==> config.mk <==
export PLATFORM = sky130hd
export DESIGN_NAME = msb_device_flat
export DESIGN_NICKNAME = d
export VERILOG_FILES = /design/src/logic/msb_pkg.sv /design/src/logic/msb_if.sv /design/src/logic/msb_device.sv /design/src/flat_wrapper.sv
export SDC_FILE = /design/constraint.sdc
export NUM_CORES = 1
export LEC_CHECK = 0
export ABC_AREA = 1
export BUFFER_PORTS_ARGS = -buffer_cell sky130_fd_sc_hd__buf_2
export CAP_MARGIN = 10
export CELL_PAD_IN_SITES_DETAIL_PLACEMENT = 1
export CELL_PAD_IN_SITES_GLOBAL_PLACEMENT = 2
export CORE_UTILIZATION = 38
export DETAILED_ROUTE_END_ITERATION = 16
export MAX_ROUTING_LAYER = met4
export PLACE_DENSITY = 0.84
export SYNTH_ARGS = -nofsm -noshare
export SYNTH_HDL_FRONTEND = slang
export SYNTH_SLANG_ARGS = --single-unit
==> constraint.sdc <==
create_clock -name ref_clk -period 9.1 [get_ports ref_clk]
set_input_delay 0.455 -clock ref_clk [delete_from_list [all_inputs] [get_ports ref_clk]]
set_output_delay 0.455 -clock ref_clk [all_outputs]
set_load 0.03 [all_outputs]
==> src/logic/msb_pkg.sv <==
package msb_pkg;
  // link timing
  localparam int unsigned LinkDiv = 25;  // ref_clk cycles per half link clock period
  // bus addresses
  localparam logic [6:0] DefaultAddr  = 7'h61;
  localparam logic [6:0] ArpAddr      = 7'h61;  // address used during resolution
  // commands (first data byte)
  localparam logic [7:0] CmdStatus     = 8'h01;
  localparam logic [7:0] CmdAssign     = 8'h02;
  localparam logic [7:0] CmdCounter    = 8'h03;
  localparam logic [7:0] CmdSetLink    = 8'h04;
  localparam logic [7:0] CmdArpDone    = 8'h05;
  // answer codes
  localparam logic [7:0] RespOk        = 8'h00;
  localparam logic [7:0] RespMediaConf = 8'h02;
  localparam logic [7:0] RespSpeedConf = 8'h05;
  localparam logic [7:0] RespFail      = 8'hee;
  // counter limits
  localparam logic [31:0] CntStop      = 32'h0ffffffe;
  localparam logic [31:0] CntUnsup     = 32'h0fffffff;
  // frame layout
  localparam int unsigned FrameBits    = 32;
endpackage

==> src/logic/msb_if.sv <==
`timescale 1ns/10ps
interface msb_if;
  logic linkClk;
  logic hostData;
  logic devData;
  logic alertN;
  logic pauseFwd;
  modport dev  (input linkClk, input hostData, output devData, output alertN, output pauseFwd);
  modport host (output linkClk, output hostData, input devData, input alertN, input pauseFwd);
endinterface

==> src/logic/msb_device.sv <==
`timescale 1ns/10ps
// Contract
// - no alert while in direct receive mode
// - controller polls status in direct receive
// - assigned address kept across power loss; reset here reloads ArpAddr or storeAddr instead
// - fixed address from nonvolatile store when resolution off
// - reject illegal addresses during resolution
// - bus dedicated to controller and device
// - pause frames forwarded; controller disables flow control
// - counters stop at all-ones-minus-one
// - controller reads counters before saturation
// - multiple speeds answered with media conflict
// - media conflict read as general error
module msb_device (
  // clock and reset
  input  wire logic        ref_clk,
  input  wire logic        rst,
  // link
  msb_if.dev               link,
  // user side
  input  wire logic        directRx,
  input  wire logic        arpEnable,
  input  wire logic [6:0]  storeAddr,
  input  wire logic        statusEvent,
  input  wire logic        countEvent,
  input  wire logic        pauseRx,
  output logic [6:0]       curAddr,
  output logic [31:0]      counterVal
);
  // ==========================================
  // state
  typedef enum logic [1:0] {IDLE = 2'b00, RECV = 2'b01, SEND = 2'b11} st_t;
  typedef struct packed {
    logic [1:0]  clkSync;
    logic [1:0]  datSync;
    logic        clkPrev;
    st_t         st;
    logic [5:0]  bitCnt;
    logic [31:0] shIn;
    logic [31:0] shOut;
    logic        devData;
    logic        alertN;
    logic        pending;
    logic        pauseFwd;
    logic        arpDone;
    logic [6:0]  addr;
    logic [31:0] cnt;
    logic        loaded;
  } dev_t;
  dev_t s_ff, nxt_s;
  logic rise;
  logic [7:0] cmd;

  always_comb begin
    nxt_s = s_ff;
    nxt_s.clkSync = {s_ff.clkSync[0], link.linkClk};
    nxt_s.datSync = {s_ff.datSync[0], link.hostData};
    nxt_s.clkPrev = s_ff.clkSync[1];
    rise = s_ff.clkSync[1] & ~s_ff.clkPrev;
    cmd  = s_ff.shIn[31:24];
    // address chosen after reset release; assigned one survives
    if (!s_ff.loaded) begin
      nxt_s.loaded = 1'b1;
      nxt_s.addr   = arpEnable ? msb_pkg::ArpAddr : storeAddr;
    end
    // saturating counter, reserved value never reached
    if (countEvent && s_ff.cnt < msb_pkg::CntStop) nxt_s.cnt = s_ff.cnt + 32'h1;
    // forward pause frames unchanged
    nxt_s.pauseFwd = pauseRx;
    // alert: sticky change, never raised in direct receive
    if (statusEvent) nxt_s.pending = 1'b1;
    nxt_s.alertN = ~(s_ff.pending & ~directRx);
    case (s_ff.st)
      IDLE: begin
        if (rise && s_ff.datSync[1]) begin  // start bit
          nxt_s.st = RECV;
          nxt_s.bitCnt = 6'h0;
        end
      end
      RECV: begin
        if (rise) begin
          nxt_s.shIn = {s_ff.shIn[30:0], s_ff.datSync[1]};
          nxt_s.bitCnt = s_ff.bitCnt + 6'h1;
          if (s_ff.bitCnt == 6'(msb_pkg::FrameBits - 1)) begin
            nxt_s.st = SEND;
            nxt_s.bitCnt = 6'h0;
          end
        end
      end
      SEND: begin
        if (s_ff.bitCnt == 6'h0 && !rise) begin
          nxt_s.shOut = answer(s_ff.shIn);
          nxt_s.bitCnt = 6'h1;
          if (s_ff.shIn[22:16] == s_ff.addr) begin
            if (cmd == msb_pkg::CmdStatus) nxt_s.pending = statusEvent;  // set wins
            if (cmd == msb_pkg::CmdAssign && assignOk(s_ff.shIn[6:0], s_ff.arpDone)) begin
              nxt_s.addr = s_ff.shIn[6:0];
            end
            if (cmd == msb_pkg::CmdArpDone) nxt_s.arpDone = 1'b1;
          end
        end else if (rise) begin
          nxt_s.devData = s_ff.shOut[31];
          nxt_s.shOut = {s_ff.shOut[30:0], 1'b0};
          nxt_s.bitCnt = s_ff.bitCnt + 6'h1;
          // last bit stays on the wire; the host samples it on the next rise, then stops its clock
          if (s_ff.bitCnt == 6'(msb_pkg::FrameBits)) begin
            nxt_s.st = IDLE;
          end
        end
      end
      default: nxt_s.st = IDLE;
    endcase
  end

  // legal: not reserved, not zero, only during resolution
  function automatic logic assignOk(input logic [6:0] a, input logic done);
    return !done && arpEnable && a != 7'h00 && a[6:3] != 4'hf && a != 7'h0c;
  endfunction

  // frame: cmd[31:24] addr[22:16] arg[15:0]; answer: code[31:24] data[23:0], except a counter read, which returns the count in all 32 bits
  function automatic logic [31:0] answer(input logic [31:0] f);
    logic [7:0] c;
    c = f[31:24];
    if (f[22:16] != s_ff.addr) return 32'h0;
    case (c)
      msb_pkg::CmdStatus:  return {msb_pkg::RespOk, 16'h0, 7'h0, s_ff.pending};  // polled
      msb_pkg::CmdCounter: return s_ff.cnt;
      msb_pkg::CmdSetLink: begin
        // more than one forced speed gives media conflict
        if ($countones(f[2:0]) > 1) return {msb_pkg::RespMediaConf, 24'h0};
        return {msb_pkg::RespOk, 24'h0};
      end
      msb_pkg::CmdAssign:
        return {(assignOk(f[6:0], s_ff.arpDone) ? msb_pkg::RespOk : msb_pkg::RespFail), 24'h0};
      msb_pkg::CmdArpDone: return {(arpEnable ? msb_pkg::RespOk : msb_pkg::RespFail), 24'h0};
      default: return {msb_pkg::RespFail, 24'h0};
    endcase
  endfunction

  // ==========================================
  // registers
  always_ff @(posedge ref_clk or posedge rst) begin
    if (rst) begin
      s_ff <= '{st: IDLE, alertN: 1'b1, addr: msb_pkg::DefaultAddr, default: '0};
    end else begin
      s_ff <= nxt_s;
    end
  end

  assign link.devData  = s_ff.devData;
  assign link.alertN   = s_ff.alertN;
  assign link.pauseFwd = s_ff.pauseFwd;
  assign curAddr       = s_ff.addr;
  assign counterVal    = s_ff.cnt;
endmodule

==> src/flat_wrapper.sv <==
// flat-port wrapper written by rule: the top's interface ports become plain ports
module msb_device_flat 
  (ref_clk, rst, directRx, arpEnable, storeAddr, statusEvent, countEvent, pauseRx, curAddr, counterVal, link_linkClk, link_hostData, link_devData, link_alertN, link_pauseFwd);
  msb_if link_i ();
  input  wire logic ref_clk;
  input  wire logic rst;
  input  wire logic directRx;
  input  wire logic arpEnable;
  input  wire logic [6:0] storeAddr;
  input  wire logic statusEvent;
  input  wire logic countEvent;
  input  wire logic pauseRx;
  output logic [6:0] curAddr;
  output logic [31:0] counterVal;
  input wire logic [$bits(link_i.linkClk)-1:0] link_linkClk;
  input wire logic [$bits(link_i.hostData)-1:0] link_hostData;
  output wire logic [$bits(link_i.devData)-1:0] link_devData;
  output wire logic [$bits(link_i.alertN)-1:0] link_alertN;
  output wire logic [$bits(link_i.pauseFwd)-1:0] link_pauseFwd;
  assign link_i.linkClk = link_linkClk;
  assign link_i.hostData = link_hostData;
  assign link_devData = link_i.devData;
  assign link_alertN = link_i.alertN;
  assign link_pauseFwd = link_i.pauseFwd;
  msb_device u_core (.ref_clk(ref_clk), .rst(rst), .link(link_i), .directRx(directRx), .arpEnable(arpEnable), .storeAddr(storeAddr), .statusEvent(statusEvent), .countEvent(countEvent), .pauseRx(pauseRx), .curAddr(curAddr), .counterVal(counterVal));
endmodule
# ---- Word-level counts from Yosys, hierarchy flattened
# Cells that the tools add are included.
dict set report word_totals {
  reg_bits 122
  inputBits 16
  output_inout_bits 42
  word_cells 105
}
dict set report classes {
  add_sub_neg 4
  magnitude_cmp 2
  n_eq_ne 20
  muxes 37
  bitwise_logic 6
  n_reduce_logical 21
}
# cell n
set op_table {}
lappend op_table {{two-way mux 32 bit} 5}
lappend op_table {{case mux 32 bit (5 select lines)} 1}
lappend op_table {{two-way mux 7 bit} 6}
lappend op_table {{two-way mux 40 bit} 1}
lappend op_table {{two-way mux 8 bit} 5}
lappend op_table {{two-way mux 33 bit} 1}
lappend op_table {{adder 32 x 1 -> 32 bit} 1}
lappend op_table {{adder 32 x 1 -> 32 bit (second input constant)} 1}
lappend op_table {{greater-than comparator 32 x 2 -> 1 bit (second input constant)} 1}
lappend op_table {{< comparator 32 x 28 -> 1 bit (second input constant)} 1}
lappend op_table {{case mux 6 bit (3 select lines)} 1}
lappend op_table {{equality test 8 x 2 -> 1 bit (second input constant)} 2}
lappend op_table {{equality test 8 x 3 -> 1 bit (second input constant)} 2}
lappend op_table {{two-way mux 1 bit} 13}
lappend op_table {{!= test 2 x 1 -> 1 bit (second input constant)} 5}
lappend op_table {{equality test 8 x 1 -> 1 bit (second input constant)} 1}
lappend op_table {{logical AND 1 bit} 8}
lappend op_table {{AND reduction 4 bit} 2}
lappend op_table {{equality test 7 bit} 1}
lappend op_table {{!= test 7 x 4 -> 1 bit (second input constant)} 1}
lappend op_table {{!= test 7 bit} 1}
lappend op_table {{nonzero test 7 bit} 1}
lappend op_table {{adder 6 x 1 -> 6 bit (second input constant)} 1}
lappend op_table {{equality test 6 x 5 -> 1 bit (second input constant)} 1}
lappend op_table {{other kinds (20)} 27}

# ---- Logic depth before layout (Yosys ltp)
dict set report depth {
  depth_word 13
  depth_mapped 11
  ltp_nobuf 11
}

# ---- Worst setup path after synthesis
# OpenSTA, ideal clock, no wires.
dict set report synth_timing {
  path_type {flip-flop to flip-flop}
  start {reg u_core.s_ff[109] in the netlist's numbering}
  end {reg u_core.s_ff[46] in the netlist's numbering}
  t_arrival_ns 1.509
  required_ns 9.023
  slack_ns 7.514
  path_stages_with_launch 11
  path_cell_list {dfrtp_1 > inv_1 > ha_1 > nand2_2 > nor2_4 > nand3_2 > nor3_2 > buf_4 > buf_6 > nand2_1 > a21oi_1}
}
dict set report synth_between {
  elab_chain_cells 4
  elab_cells_between_ends 5
  classes_between {mux (1); reduce/logical (4)}
}
# element line_no
set synth_lines {}
lappend synth_lines {{start, declared} msb_device.sv:50} ;# dev_t s_ff, nxt_s;
lappend synth_lines {{start signal, assigned} msb_device.sv:146} ;# s_ff <= nxt_s;
lappend synth_lines {{zero test 6 bit (*)} msb_device.sv:91} ;# if (s_ff.bitCnt == 6'h0 && !rise) begin
lappend synth_lines {{logical AND 1 bit (*)} msb_device.sv:91}
lappend synth_lines {{nonzero test 2 bit (no source line)} --}
lappend synth_lines {{AND reduction 2 bit (no source line)} --}
# Every way passes the cells marked *; elsewhere a longest branch is shown, timed or not.
# A chain may end at the register's enable or synchronous reset.

# ---- Worst setup path in the final report
dict set report layout_timing {
  start {reg u_core.s_ff[117] in the netlist's numbering}
  end {reg u_core.s_ff[74] in the netlist's numbering}
}
dict set report layout_between {
  elab_chain_cells 6
  elab_cells_between_ends 7
  classes_between {mux (1); bitwise (2); reduce/logical (4)}
}
# element line_no
set layout_lines {}
lappend layout_lines {{inverter 1 bit (*)} msb_device.sv:59} ;# rise = s_ff.clkSync[1] & ~s_ff.clkPrev;
lappend layout_lines {{AND 1 bit (*)} msb_device.sv:59}
lappend layout_lines {{zero test 1 bit} msb_device.sv:91}
lappend layout_lines {{logical AND 1 bit} msb_device.sv:91}
lappend layout_lines {{nonzero test 2 bit (no source line)} --}
lappend layout_lines {{AND reduction 2 bit (no source line)} --}
# Marks and branches as above.

==> out/metrics.cfg <==
[sta]
whs_ns = 0.1311
period_minus_slack_ns = 3.139
finalHoldViolCount = 0
slew_headroom_pct = 21.28
worst_slew_pin_slew_ns = 1.178
setup_viol = 0
drv_slew = 0
max_freq_mhz = 318.6
fin_crit_sh_pct = 34.49
fin_ws_ns = 5.961
setup_tns_ns = 0
rsz0062_at_grt = false
fin_skew_ns = 0.009935

[floorplan]
dieArea_um2 = 18180
die_h_um = 134.8
core-area_um2 = 17240
io_pins = 58
die_w_um = 134.8
fp-row-count = 48
initial_core_util_pct = 38.90

[critical_path]
crit_required_ns = 9.44
worst_setup_path_start_kind = flop
end_kind = flop
cp_max_fo = 34
r2r_end = u_core.s_ff[74]
rrSetupSlack_ns = 5.96
critical_path_arrival_ns = 3.48
timing.rr.start = u_core.s_ff[117]
r2r_cells = 8
worstSetupStartpoint = u_core.s_ff[117]
crit_type = reg2reg

[grt]
grt_util_met2_pct = 38.66
grt_max_degree = 68
met3_usage_pct = 4.505
grt_use_met1_pct = 25.42
grt_use_total_pct = 22.27
antenna_found_initial = 0
grt-busiest-layer = met2
overflow = 0
grt_pass1_vias = 6079
grt_pass1_wl_um = 30350

[synth]
synthCells = 884
synth_compound_area_share_pct = 12.09
synthesis.area_um2 = 6705
synth_area_leaders = dfrtp_1 (44%), nand2_1 (13%), nor2_1 (6.5%), a21oi_1 (5.6%), inv_1 (4.9%)
ys_warn_count = 0
synth_area_leader_cell = dfrtp_1
muxShareOfSynthArea_pct = 0
syn-num-nets = 905
synthSimpleGateAreaFrac_pct = 26.59
synth_top_area_share_pct = 44.04
synth_area_per_cell_um2 = 7.585
ys_seq_area_share_pct = 45.61
synth_adder_area_share_pct = 0.9330
synth_xor_area_share_pct = 2.090
ys_ff_latch = 122
yosysUniqueCellTypes = 32
synth_top_family_by_area = simple AND/OR/NAND/NOR gates

[place]
hpwl_um = 12970
placed_area_um2 = 6824
finalWeightedCongestion = 0.8316
port_buffers = 57
preCtsSetupSlack_ns = 6.006

[detailed_routing]
vias = 5629
drt-pass1-iter-count = 4
avgRoutedWirePerCell_um = 16.09
wl_um = 18190
drc_errors = 0
via_per_inst = 4.977
first_iter_violations = 229
ant_nets = 0

[clock_tree]
cts.path.max_buffers = 2
postCtsHoldBufs = 0
worstSkewPairLatency_ns = 0.43
post_cts_buffers = 0
path_clk_slew_ns = 0.06
numClockSinks = 122
cts_tree = built
htreeDepth = 4
cts_made_buffers = 17
clockRootBuffer = clkbuf_16
cts_resized = 0

[min_path]
hp-class = in2reg
whs_endpoint = u_core.link.pauseFwd
hold_path_depth = 1
hp-start = pauseRx

[power_and_ir_drop]
powerDensity_nw_per_um2 = 215.5
leakagePower_uw = 0.003528
ir_worst_vdd_uv = 148.0

[cells_and_area]
drive_gt1_share_pct = 15.89
fin_area_um2 = 7436
nFillCells = 2159
mostFrequentLayoutCells = nand2_1 (224), dfrtp_1 (118), nor2_1 (117)
n_antenna_cell = 0
area_growth_pct = 10.90
fin_util_pct = 43.14
nNetsFinal = 914
final_common_cell = nand2_1

[status]
outcome = finished, final reports clean

[run]
maxCapViolations = 0

==> synthesized netlist by cell type (all sizes together) <==
master  number
nand2      236
nand3b       1
nor3b        1
nand3       41
inv         96
nor2       125
dfrtp      118
xor2        13
a21o         2
buf         57
a21oi       75
nand4        8
a22oi        4
conb         1
clkbuf      14
dfstp        4
o21ai       69
xnor2        3
ha           5
nor3        11
==> area by class of cell <==
class,instances,area (µm²),area share (%)
clock inverters,14,172.7,2.322
inverters,96,362.8,4.880
repair buffers,61,315.3,4.240
multi-input cells,595,2806,37.74
well taps,225,281.5,3.786
flip-flops and latches,122,3058,41.12
clock buffers,18,439.2,5.906
==> stage by stage <==
step	instances	power, µW
5_1_grt	1131	1678
2_1_floorplan	884	855.6
6_report	1131	1602
4_1_cts	1131	1622
3_3_place_gp	1099	897.2
3_5_place_dp	1099	908.3
==> state kept, by name, indices dropped and copies added (netlist names) <==
| name | cells |
|---|---|
| u_core.s_ff | 69 |
| u_core.counterVal | 32 |
| u_core.cmd | 8 |
| u_core.curAddr | 7 |
| u_core.nxt_s | 3 |
| u_core.link.alertN | 1 |
| u_core.link.devData | 1 |
| u_core.link.pauseFwd | 1 |
==> power breakdown <==
group	total (µW)	switching [µW]	internal [µW]	leakage [µW]
clock	706	268	438	0.000285
combinational	252	180	72.3	0.00164
sequential	645	54.7	590	0.00160
total	1600	502	1100	0.00353
==> worst max-delay path, cell delays in order (launching register included) <==
cell,delay [ns]
dfrtp_1,0.38
nor2_2,0.10
buf_4,0.33
inv_2,0.12
nand2_1,0.09
nand2_1,0.65
inv_1,1.07
nor2_1,0.11
a21oi_1,0.17
==> cells by family (layout without fill, tap and decap cells) <==
kind of cell,count (synthesis),in the layout
adder cells (fa/ha/maj),5,5
buffers and inverters,167,189
AND/OR/NAND/NOR,423,423
AO/OA/AOI/OAI,150,150
other,1,1
flip-flops,122,122
XOR/XNOR,16,16
==> worst max path at each step <==
stage	to	slack (ns)
3_5_place_dp	u_core.s_ff[70]	6.01
6_report	u_core.s_ff[74]	5.96
3_3_place_gp	u_core.s_ff[45]	6.15
5_1_grt	u_core.s_ff[74]	5.63
4_1_cts	u_core.s_ff[68]	5.95
2_1_floorplan	u_core.cmd[0]	5.41
==> layer usage <==
layer | share of wire [%] | routed length (µm)
met1 | 44 | 8068
met2 | 51 | 9303
met3 | 2.4 | 435
met4 | 2.1 | 385
met5 | 0 | 0
Power figures use the tool's default switching activity.
